[config.mk]
export PLATFORM = sky130hd
export DESIGN_NAME = serial_port_glue
export DESIGN_NICKNAME = d
export VERILOG_FILES = /design/src/serial_port_pkg.sv /design/src/serial_port_glue.sv
export SDC_FILE = /design/constraint.sdc
export NUM_CORES = 1
export LEC_CHECK = 0
export ABC_CLOCK_PERIOD_IN_PS = 1470
export BUFFER_PORTS_ARGS = -buffer_cell sky130_fd_sc_hd__buf_4
export CORE_MARGIN = 5
export CORE_UTILIZATION = 44
export DETAILED_ROUTE_END_ITERATION = 8
export PLACE_DENSITY = 0.76
export SYNTH_ARGS = -nofsm -noshare
export SYNTH_HDL_FRONTEND = slang
export SYNTH_SLANG_ARGS = --single-unit
[constraint.sdc]
create_clock -name clock -period 1.47 [get_ports clock]
set_input_delay 0.3675 -clock clock [delete_from_list [all_inputs] [get_ports clock]]
set_output_delay 0.3675 -clock clock [all_outputs]
set_load 0.03 [all_outputs]
[src/serial_port_pkg.sv]
// package: register map, field positions, reset values and carriers of the serial port glue
package serial_port_pkg;

  // ==========================================================
  // register byte offsets on the apb bus
  localparam logic [7:0] OFS_CONTROL_TWO = 8'h00; // interrupt enables
  localparam logic [7:0] OFS_CONTROL_THREE = 8'h04; // routing and wake control
  localparam logic [7:0] OFS_FLAGS = 8'h08; // live serial flags, read only
  localparam logic [7:0] OFS_EVENT_STATUS = 8'h0C; // sticky events, cleared by read
  localparam logic [7:0] OFS_EVENT_MASK = 8'h10; // event interrupt mask

  // ==========================================================
  // serial_control_two field positions
  localparam int TX_EMPTY_IE_BIT = 7; // tx_empty_irq_enable
  localparam int TX_DONE_IE_BIT = 6; // tx_done_irq_enable
  localparam int RX_FULL_IE_BIT = 5; // rx_full_irq_enable
  localparam int IDLE_IE_BIT = 4; // idle_irq_enable

  // serial_control_three field positions
  localparam int LOOPBACK_BIT = 0; // loopback_select
  localparam int RX_SOURCE_BIT = 1; // receiver_source_select
  localparam int DIRECTION_BIT = 2; // single_wire_direction
  localparam int EDGE_WAKE_BIT = 3; // rx_edge_wake_enable

  // flags and event positions share one layout
  localparam int IDLE_BIT = 0; // idle line
  localparam int RX_FULL_BIT = 1; // receive buffer full
  localparam int TX_DONE_BIT = 2; // transmission complete
  localparam int TX_EMPTY_BIT = 3; // transmit buffer empty
  localparam int RX_EDGE_BIT = 4; // active edge on receive input (events only)

  // ==========================================================
  // reset values
  localparam logic [7:0] CONTROL_TWO_RESET = 8'h00; // all interrupts off
  localparam logic [3:0] CONTROL_THREE_RESET = 4'h0; // normal full duplex
  localparam logic [4:0] EVENT_STATUS_RESET = 5'h00; // no events
  localparam logic [4:0] EVENT_MASK_RESET = 5'h00; // all events masked

  // ==========================================================
  // halt states reported by the power controller
  typedef enum logic [1:0] {
    HALT_RUN,
    HALT_SHALLOW, // shallow_halt_state: registers kept
    HALT_MIDDLE, // middle_halt_state: registers lost
    HALT_DEEPEST // deepest_halt_state: registers lost
  } halt_e;

  // apb request from the bus master
  typedef struct packed {
    logic psel; // slave selected
    logic penable; // access phase
    logic pwrite; // write direction
    logic [7:0] paddr; // byte address
    logic [31:0] pwdata; // write data
  } apb_req_s;

  // apb answer back to the master
  typedef struct packed {
    logic pready; // transfer done
    logic pslverr; // unmapped address
    logic [31:0] prdata; // read data
  } apb_rsp_s;

  // live flags from the serial core
  typedef struct packed {
    logic tx_empty; // transmit buffer empty
    logic tx_done; // transmission complete
    logic rx_full; // receive buffer full
    logic idle; // idle line
  } serial_flags_s;

endpackage

[src/serial_port_glue.sv]
// module: serial port interrupt enables, halt handling and line routing behind apb
// ==========================================================
// What this block does
// bit 7 enables tx empty interrupt
// bit 6 enables transmission complete interrupt
// bit 5 enables receive full interrupt
// bit 4 enables idle line interrupt
// control two readable and writable any time; in middle and deepest halt a write is lost to the reset value
// serial clocks stop in every halt state
// deep halts lose registers, shallow keeps them
// rx edge detect only in shallow halt; wakes
// after shallow halt serial resumes where stopped
// software avoids halting mid character
// loopback on: source picks loop or single wire
// loop mode: tx feeds rx, rx pin released
// single wire: rx from tx and pin
// single wire direction 0: pin is input
// single wire direction 1: transmitter drives pin
// single wire: receiver hears own transmissions
// loopback off: separate full duplex pins
// irq is or of enabled flags
//
// Our own choices: the register offsets and the APB interface to the registers.
`timescale 1ns/1ps

module serial_port_glue
(
  input wire logic clock, // bus clock, 250 MHz
  input wire logic resetn, // asynchronous reset, active low
  input wire serial_port_pkg::apb_req_s apb_req, // apb request
  output serial_port_pkg::apb_rsp_s apb_rsp, // apb answer
  input wire serial_port_pkg::halt_e halt_state, // power state, same clock
  input wire serial_port_pkg::serial_flags_s flags, // flags from serial core
  input wire logic tx_serial, // transmitter output bit
  output logic rx_serial, // receiver input bit
  output logic serial_clock_enable, // clock gate for the serial core
  input wire logic rx_pin_in, // receive pin, asynchronous
  output logic rx_pin_owned, // high while the receive pin serves the port
  input wire logic tx_pin_in, // transmit pin level, asynchronous
  output logic tx_pin_out, // transmit pin drive value
  output logic tx_pin_oe, // transmit pin output enable
  output logic serial_irq, // enabled flag interrupt, level
  output logic event_irq, // unmasked sticky event interrupt, level
  output logic wake_request // one-cycle wake pulse to the cpu
);

  // ==========================================================
  // state of the whole block
  typedef struct packed {
    logic [7:0] control_two; // interrupt enables plus spare bits
    logic [3:0] control_three; // routing and wake control
    logic [4:0] event_status; // sticky events
    logic [4:0] event_mask; // event mask
    logic [1:0] rx_sync; // receive pin synchroniser
    logic [1:0] tx_sync; // transmit pin synchroniser
    logic rx_prev; // previous synced receive level
    logic [3:0] flags_prev; // flags one cycle ago
    logic pready; // apb ready
    logic pslverr; // apb error
    logic [31:0] prdata; // apb read data
    logic rx_serial; // routed receiver input
    logic tx_out; // pin drive value
    logic tx_oe; // pin drive enable
    logic rx_owned; // receive pin in use
    logic clk_en; // serial clock gate
    logic serial_irq; // flag interrupt
    logic event_irq; // event interrupt
    logic wake; // wake pulse
  } glue_s;

  glue_s state_ff; // registered state
  glue_s nxt_state; // next state

  // ==========================================================
  // address decode used by the error answer; the read mux decodes by its own case
  function automatic logic is_mapped(input logic [7:0] addr);
    is_mapped = (addr == serial_port_pkg::OFS_CONTROL_TWO) ||
                (addr == serial_port_pkg::OFS_CONTROL_THREE) ||
                (addr == serial_port_pkg::OFS_FLAGS) ||
                (addr == serial_port_pkg::OFS_EVENT_STATUS) ||
                (addr == serial_port_pkg::OFS_EVENT_MASK);
  endfunction

  // flags packed in the shared layout
  logic [3:0] flag_vec; // current flags
  assign flag_vec = {flags.tx_empty, flags.tx_done, flags.rx_full, flags.idle};

  // enables packed in the same layout as flags
  function automatic logic [3:0] enable_vec(input logic [7:0] c2);
    enable_vec = {c2[serial_port_pkg::TX_EMPTY_IE_BIT], c2[serial_port_pkg::TX_DONE_IE_BIT],
                  c2[serial_port_pkg::RX_FULL_IE_BIT], c2[serial_port_pkg::IDLE_IE_BIT]};
  endfunction

  // ==========================================================
  // next state logic
  always_comb
  begin
    logic setup; // apb setup cycle
    logic done; // apb transfer completes this edge
    logic halted; // any halt state
    logic lost; // register contents lost
    logic edge_live; // edge detector powered
    logic rx_fall; // active edge on receive input
    logic [4:0] events; // new events this cycle
    logic loop_sel; // loopback_select
    logic src_sel; // receiver_source_select
    logic dir_sel; // single_wire_direction
    logic [3:0] c3; // current control three, before this cycle's update
    logic [7:0] c2; // current control two, before this cycle's update
    setup = 1'b0;
    done = 1'b0;
    halted = 1'b0;
    lost = 1'b0;
    edge_live = 1'b0;
    rx_fall = 1'b0;
    events = 5'h00;
    loop_sel = 1'b0;
    src_sel = 1'b0;
    dir_sel = 1'b0;
    c3 = 4'h0;
    c2 = 8'h00;
    nxt_state = state_ff;

    // two flop synchronisers for the pins
    nxt_state.rx_sync = {state_ff.rx_sync[0], rx_pin_in};
    nxt_state.tx_sync = {state_ff.tx_sync[0], tx_pin_in};
    nxt_state.rx_prev = state_ff.rx_sync[1];
    nxt_state.flags_prev = flag_vec;

    halted = (halt_state != serial_port_pkg::HALT_RUN);
    lost = (halt_state == serial_port_pkg::HALT_MIDDLE) ||
           (halt_state == serial_port_pkg::HALT_DEEPEST);
    // edge detector stays alive in run and shallow halt only
    edge_live = (halt_state == serial_port_pkg::HALT_RUN) ||
                (halt_state == serial_port_pkg::HALT_SHALLOW);
    rx_fall = edge_live && state_ff.rx_prev && !state_ff.rx_sync[1];

    // serial core clock is gated in every halt state
    nxt_state.clk_en = !halted;

    // rising flags and the receive edge become events
    events[3:0] = flag_vec & ~state_ff.flags_prev;
    events[serial_port_pkg::RX_EDGE_BIT] = rx_fall;

    // apb handshake: ready one cycle after setup
    setup = apb_req.psel && !apb_req.penable;
    done = apb_req.psel && apb_req.penable && state_ff.pready;
    nxt_state.pready = setup;
    if (setup)
    begin
      // answer prepared during setup so pready and data arrive together
      nxt_state.pslverr = !is_mapped(apb_req.paddr);
      nxt_state.prdata = 32'h0000_0000;
      case (apb_req.paddr)
        serial_port_pkg::OFS_CONTROL_TWO:
          nxt_state.prdata[7:0] = state_ff.control_two;
        serial_port_pkg::OFS_CONTROL_THREE:
          nxt_state.prdata[3:0] = state_ff.control_three;
        serial_port_pkg::OFS_FLAGS:
          nxt_state.prdata[3:0] = flag_vec;
        serial_port_pkg::OFS_EVENT_STATUS:
          nxt_state.prdata[4:0] = state_ff.event_status | events;
        serial_port_pkg::OFS_EVENT_MASK:
          nxt_state.prdata[4:0] = state_ff.event_mask;
        default:
          nxt_state.prdata = 32'h0000_0000; // unmapped reads zero
      endcase
    end
    else if (done)
    begin
      // answer withdrawn after the completing edge
      nxt_state.pslverr = 1'b0;
      nxt_state.prdata = 32'h0000_0000;
    end

    // sticky events, a new event beats a read clear
    nxt_state.event_status = state_ff.event_status | events;
    if (done && !apb_req.pwrite && (apb_req.paddr == serial_port_pkg::OFS_EVENT_STATUS))
    begin
      // read clears only bits already shown, events of this cycle survive
      nxt_state.event_status = events;
    end

    // register writes take effect on the completing edge, except in middle and deepest halt where the reset values win
    if (done && apb_req.pwrite)
    begin
      case (apb_req.paddr)
        serial_port_pkg::OFS_CONTROL_TWO:
          nxt_state.control_two = apb_req.pwdata[7:0];
        serial_port_pkg::OFS_CONTROL_THREE:
          nxt_state.control_three = apb_req.pwdata[3:0];
        serial_port_pkg::OFS_EVENT_MASK:
          nxt_state.event_mask = apb_req.pwdata[4:0];
        default:
          nxt_state.control_two = nxt_state.control_two; // read only or unmapped
      endcase
    end

    // deep halts wipe every register; shallow halt leaves all untouched
    if (lost)
    begin
      nxt_state.control_two = serial_port_pkg::CONTROL_TWO_RESET;
      nxt_state.control_three = serial_port_pkg::CONTROL_THREE_RESET;
      nxt_state.event_status = serial_port_pkg::EVENT_STATUS_RESET;
      nxt_state.event_mask = serial_port_pkg::EVENT_MASK_RESET;
    end

    // routing follows the current control three
    c3 = state_ff.control_three;
    c2 = state_ff.control_two;
    loop_sel = c3[serial_port_pkg::LOOPBACK_BIT];
    src_sel = c3[serial_port_pkg::RX_SOURCE_BIT];
    dir_sel = c3[serial_port_pkg::DIRECTION_BIT];
    if (!loop_sel)
    begin
      // separate pins, full duplex
      nxt_state.rx_serial = state_ff.rx_sync[1];
      nxt_state.tx_out = tx_serial;
      nxt_state.tx_oe = 1'b1;
      nxt_state.rx_owned = 1'b1;
    end
    else if (!src_sel)
    begin
      // internal loop, receive pin released by the port
      nxt_state.rx_serial = tx_serial;
      nxt_state.tx_out = tx_serial;
      nxt_state.tx_oe = 1'b1;
      nxt_state.rx_owned = 1'b0;
    end
    else if (dir_sel)
    begin
      // single wire, transmitting: pin driven, own data looped back
      nxt_state.rx_serial = tx_serial;
      nxt_state.tx_out = tx_serial;
      nxt_state.tx_oe = 1'b1;
      nxt_state.rx_owned = 1'b0;
    end
    else
    begin
      // single wire, listening: pin released to the remote device
      nxt_state.rx_serial = state_ff.tx_sync[1];
      nxt_state.tx_out = 1'b1;
      nxt_state.tx_oe = 1'b0;
      nxt_state.rx_owned = 1'b0;
    end

    // flag interrupt: each flag gated by its enable
    nxt_state.serial_irq = |(flag_vec & enable_vec(c2));
    nxt_state.event_irq = |(state_ff.event_status & state_ff.event_mask);

    // wake out of shallow halt on an active receive edge when enabled
    nxt_state.wake = rx_fall && (halt_state == serial_port_pkg::HALT_SHALLOW) &&
                     c3[serial_port_pkg::EDGE_WAKE_BIT];
  end

  // ==========================================================
  // state register
  always_ff @(posedge clock or negedge resetn)
  begin
    if (!resetn)
    begin
      state_ff <= '{control_two: serial_port_pkg::CONTROL_TWO_RESET,
                    control_three: serial_port_pkg::CONTROL_THREE_RESET,
                    event_status: serial_port_pkg::EVENT_STATUS_RESET,
                    event_mask: serial_port_pkg::EVENT_MASK_RESET,
                    rx_sync: 2'h3, tx_sync: 2'h3, rx_prev: 1'b1,
                    flags_prev: 4'h0, pready: 1'b0, pslverr: 1'b0,
                    prdata: 32'h0000_0000, rx_serial: 1'b1, tx_out: 1'b1,
                    tx_oe: 1'b1, rx_owned: 1'b1, clk_en: 1'b1,
                    serial_irq: 1'b0, event_irq: 1'b0, wake: 1'b0};
    end
    else
    begin
      // shallow halt holds nothing back here; the core resumes from its own frozen state
      state_ff <= nxt_state;
    end
  end

  // ==========================================================
  // outputs straight from flops
  assign apb_rsp.pready = state_ff.pready;
  assign apb_rsp.pslverr = state_ff.pslverr;
  assign apb_rsp.prdata = state_ff.prdata;
  assign rx_serial = state_ff.rx_serial;
  assign serial_clock_enable = state_ff.clk_en;
  assign rx_pin_owned = state_ff.rx_owned;
  assign tx_pin_out = state_ff.tx_out;
  assign tx_pin_oe = state_ff.tx_oe;
  assign serial_irq = state_ff.serial_irq;
  assign event_irq = state_ff.event_irq;
  assign wake_request = state_ff.wake;
endmodule

==> After elaboration in Yosys (flattened, before gate mapping) <==
Cells that the tools add are included.
{ "totals": {"register_bits": 73, "in_bits": 54, "out_inout_bits": 42, "wordCells": 80} }
{ "op_classes": {"n_eq_ne": 7, "mux": 15, "bitwise": 5, "reduce_logical": 34} }
{ "op_table": {"columns": ["operator", "count"], "rows": [
  ["2-to-1 mux 33 bit", 2],
  ["2-to-1 mux 22 bit", 1],
  ["case mux 4 bit (5 select lines)", 1],
  ["== test 8 x 4 -> 1 bit (second input constant)", 2],
  ["2-to-1 mux 4 bit", 4],
  ["2-to-1 mux 5 bit", 3],
  ["2-to-1 mux 12 bit", 1],
  ["nonzero test 2 bit", 6],
  ["logical AND 1 bit", 10],
  ["bitwise AND 4 bit", 2],
  ["== test 8 x 3 -> 1 bit (second input constant)", 1],
  ["== test 8 x 5 -> 1 bit (second input constant)", 1],
  ["logical NOT 8 bit", 1],
  ["2-to-1 mux 8 bit", 1],
  ["logical OR 1 bit", 6],
  ["AND reduction 2 bit", 3],
  ["bitwise AND 5 bit", 1],
  ["logical NOT 1 bit", 5],
  ["bitwise OR 5 bit", 1],
  ["OR reduction 5 bit", 1],
  ["== test 2 bit (second input constant)", 2],
  ["NOT 4 bit", 1],
  ["OR reduction 4 bit", 1],
  ["2-to-1 mux 3 bit", 1],
  ["other kinds (3)", 3]
]} }

==> Longest topological paths before layout <==
{ "depth": {"depth_word": 7, "depth_mapped": 6, "mapped_depth_nobuf": 4} }

==> Worst setup path before layout <==
Ideal clock, no wire load.
{ "synth_path": {"kind": "input port to flip-flop", "start": "input apb_req[32] in the netlist's numbering", "end": "register state_ff[66] in the netlist's numbering", "setup_ns": 0.132, "arrival_time_ns": 1.860, "required_time_ns": 1.338, "path_slack_ns": -0.522, "stages": 5, "path_buffers": 1, "path_cell_list": "or4_4 -> buf_6 -> nor4_4 -> mux2i_1 -> nor2_1"} }
{ "synth_via": {"elab_chain_len": 3} }
{ "synth_lines": {"columns": ["element", "line_no", "text"], "rows": [
  ["from (decl)", "serial_port_glue.sv:30", "input wire serial_port_pkg::apb_req_s apb_req,"],
  ["logical NOT 8 bit", "serial_port_glue.sv:187", "case (apb_req.paddr)"],
  ["nonzero test 2 bit (no line)", null, null],
  ["AND reduction 2 bit (no line)", null, null],
  ["to (signal assigned)", "serial_port_glue.sv:262", "state_ff <= '{control_two: serial_port_pkg::CONTROL_TWO_RESET,"],
  ["to (signal assigned)", "serial_port_glue.sv:275", "state_ff <= nxt_state;"],
  ["to (decl)", "serial_port_glue.sv:71", "glue_s state_ff;"]
]} }
No other way between the ends.
A chain may end at the register's enable or synchronous reset.

==> Worst setup path after layout <==
{ "layout_path": {"start": "input apb_req[35] in the netlist's numbering", "end": "register state_ff[65] in the netlist's numbering"} }
Same word-level chain as after synthesis.

==> results.toml <==
[status]
failing_checks = "negative setup slack"
run_status = "complete, but fails checks"

[clocking]
cts_tree = "built"
number_of_cts_inserted_buffers = 5
cts.reportedPaths.clkPinSlew_ns = 0.10
clock_sinks = 49
clk_latency_ns = 0.31
clock_tree.htree_level_count = 2
cts-root-to-sink-buffers = 2
ctsRootBufferMaster = "clkbuf_8"

[detailed_routing]
met1Wirelength_um = 2210
drc_errors = 0
firstDrtPassIters = 4
vias_per_cell = 5.03
length_of_routed_met2_wiring_um = 2630
detail_route.iter0.violations = 123
met3RoutedLength_um = 260
routed_wire_length_per_instance_um = 15.0
detail_route_antenna_nets = 0
route.top_layer_used = "met4"
dr_total_vias = 1737
finalWirelength_um = 5190

[die]
io_pins = 96
floorplan.core_area_um2 = 5410
core_rows = 27
floorplan.initialDensity = 0.446
die_y_um = 84.0
die_w_um = 84.0
die_area_um2 = 7050

[placement]
io_buffer_count = 47
post-place-ws_ns = -0.525
dp_cells = 336
routabilityCongestion = 0.826
place_hpwl_um = 3990

[timing]
worstMarginPinSlew_ns = 0.597
timing.fmax_mhz = 624
finClkSkew_ns = 0.0142
fin_crit_ns = 1.60
finalMaxSlewViolations = 0
max_slew_margin = 0.602
post-route-worst-setup-slack_ns = -0.134
tns_setup_ns = -2.04
setup-violations-final = 22
hold_violations = 0
grt_setup_unrepaired = "yes"
worst_hold_slack_ns = 0.0628
finalCritPeriodShare = 1.09

[power_and_ir_drop]
power_report.internal_total_mw = 1.86
pwr-share-comb = 0.142
vdd.ir_drop.worst_mv = 0.590
seqPwrFrac = 0.544
p_total_mw = 2.58
pwr_density_cell_nw_per_um2 = 871
netSwitchingFraction = 0.279
leakage_nw = 1.41
clock_power_share = 0.314
total_switching_power_uw = 722

[worst_setup_path]
r2r_end = "state_ff[65]$_DFFE_PN0P_"
timing.critical_path.required_ns = 1.65
critPathMaxStageDelay_ns = 0.54
reg2regPathDepth = 6
worst_path_max_delay_cell = "or4b_4"
cp_cell_sequence = "buf_6 > or4b_4 > nor4_4 > buf_12 > mux2i_2 > nor2_1"
critical_path.reg2reg.startpoint = "apb_rsp[33]$_DFF_PN0_"
worstSetupStartpointType = "input pin"
worst_setup_path_end_kind = "register"
reg2reg_slack_ns = 0.02
worstSetupPathType = "in -> reg"
maximum_fanout_along_the_worst_path = 8
worst_ep_arrival_time_ns = 1.79

[yosys]
netlist_area_pre_place_um2 = 2410
synth_top_flop_cell = "dfrtp_1"
number_of_synthesized_flops_with_an_enable_pin = 0
post_synth.cell_area_avg_um2 = 11.4
ys.warnings.count = 0
postSynthCellCount = 212
ys_seq_area_frac = 0.514
netlist-cell-type-count = 39
synthArstFlopShare = 1.00
synth-seq-cells = 49

[layout]
stdcell_count = 345
area_growth_syn_to_layout_pct = 23.2
n_antenna_cell = 0
regArea_um2 = 1240
total_area_of_multi_input_combinational_cells_um2 = 973
layout.filler_cells = 484
drive_above_1_share = 0.363
layout.nets = 326

[grt]
globalRouteOverflowTotal = 0
via_count_of_the_first_global_routing_pass = 1827
grt_pass1_wl_um = 8710
pin_count_of_the_biggest_net_entering_global_routing = 50
antenna_found_initial = 0
globalRouteTotalUtil = 0.156

[run]
max_cap_viol_count = 0

[worst_hold_path]
hold_path_class = "in -> async"
==> cell usage after synthesis (all sizes together) (4+ instances only) <==
cell type / number / area share
a21o: 4 / 0.012
a22o: 7 / 0.025
buf: 35 / 0.11
clkbuf: 6 / 0.0093
dfrtp: 39 / 0.41
dfstp: 10 / 0.11
mux2i: 20 / 0.083
nand2: 8 / 0.012
nor2: 22 / 0.034
nor3b: 6 / 0.019
nor4: 4 / 0.029
o21ai: 4 / 0.0083
==> registers in the layout (all words and copies together), names as in the netlist <==
| name | flops |
|---|---|
| rx_pin_owned | 1 |
| tx_pin_oe | 1 |
| nxt_state | 3 |
| state_ff | 28 |
| serial_irq | 1 |
| serial_clock_enable | 1 |
| rx_serial | 1 |
| wake_request | 1 |
| tx_pin_out | 1 |
| event_irq | 1 |
| apb_rsp | 10 |
==> logic make-up (layout without fill, tap and decap cells) <==
family / count (synthesis) / after routing / synth area share
buffers and inverters: 44 / 82 / 0.125
and+or+nand+nor: 61 / 61 / 0.159
muxes: 21 / 21 / 0.0878
DFF: 49 / 49 / 0.514
AOI/OAI and AO/OA: 36 / 36 / 0.112
other: 1 / 24 / 0.00156
==> cell usage in the layout, fill, tap and decap left out, types with 2 or more instances in the layout <==
cell | Yosys | final
buf_6 | 1 | 5
nor4_4 | 3 | 3
mux2i_1 | 20 | 19
nor2b_1 | 3 | 2
o22ai_1 | 3 | 3
clkbuf_8 | 0 | 5
nand3b_1 | 2 | 2
and3_1 | 3 | 3
nand2_1 | 8 | 8
a32oi_1 | 2 | 2
nand2b_1 | 2 | 2
nor3b_1 | 6 | 6
a21o_1 | 4 | 4
dfstp_2 | 10 | 10
and3b_1 | 3 | 3
o21a_1 | 2 | 2
a21oi_1 | 3 | 3
buf_4 | 34 | 65
a22o_1 | 7 | 7
conb_1 | 1 | 24
nor2_1 | 22 | 22
dfrtp_1 | 39 | 39
inv_1 | 3 | 3
or4bb_1 | 2 | 2
nor3_1 | 2 | 2
a41oi_1 | 3 | 2
o21ai_0 | 3 | 3
a311oi_1 | 2 | 2
a22oi_1 | 3 | 3
==> power groups by stage <==
stage / Sequential [mW] / Combinational [mW] / Clock, mW
floorplan: 1.44 / 0.233 / 0
global placement: 1.43 / 0.353 / 0
detailed placement: 1.43 / 0.359 / 0
CTS: 1.41 / 0.368 / 0.820
global route: 1.41 / 0.398 / 0.889
finish: 1.41 / 0.368 / 0.810
==> metal layers <==
metal | track usage | up-vias
li1 | - | 816
met1 | 0.189 | 864
met2 | 0.267 | 48
met3 | 0.0415 | 9
met4 | 0.0526 | 0
met5 | 0 | -
==> how the worst max path moves through the flow <==
stage                startpoint                  endpoint  depth (start not counted)
floorplan           apb_req[32]  state_ff[66]$_DFFE_PN0P_                          5
global placement    apb_req[36]  state_ff[66]$_DFFE_PN0P_                          6
detailed placement  apb_req[32]  state_ff[71]$_DFFE_PN0P_                          6
CTS                 apb_req[38]  state_ff[61]$_DFFE_PN0P_                          6
global route        apb_req[35]  state_ff[72]$_DFFE_PN0P_                          6
finish              apb_req[35]  state_ff[65]$_DFFE_PN0P_                          6
==> cell type report <==
cell class / instances / share of cell area
flip-flops and latches: 49 / 0.417
multi-input cells: 142 / 0.328
repair buffers: 71 / 0.190
well taps: 72 / 0.0304
clock buffers: 5 / 0.0232
clock inverters: 3 / 0.00717
inverters: 3 / 0.00379
==> what timing repair did <==
item / CTS / global route
buffers inserted: 1 / 0
hold buffers: 0 / 0
pin swaps: 7 / 9
resized for setup: 7 / 2
hold endpoints to repair: 0 / 0
endpoints found under the setup margin: 22 / 23
==> through the flow <==
stage          area [um2]   util
2_1_floorplan        2500      -
3_3_place_gp         2830  0.524
3_5_place_dp         2830  0.524
4_1_cts              2960  0.548
5_1_grt              2970  0.549
6_report             2970  0.549
==> critical path, delay by kind of cell <==
family	cells	cell delay [ns]
AND/OR/NAND/NOR	3	0.92
buffers and inverters	2	0.27
multiplexers	1	0.21
No activity file was read; power rests on OpenSTA's default activity.
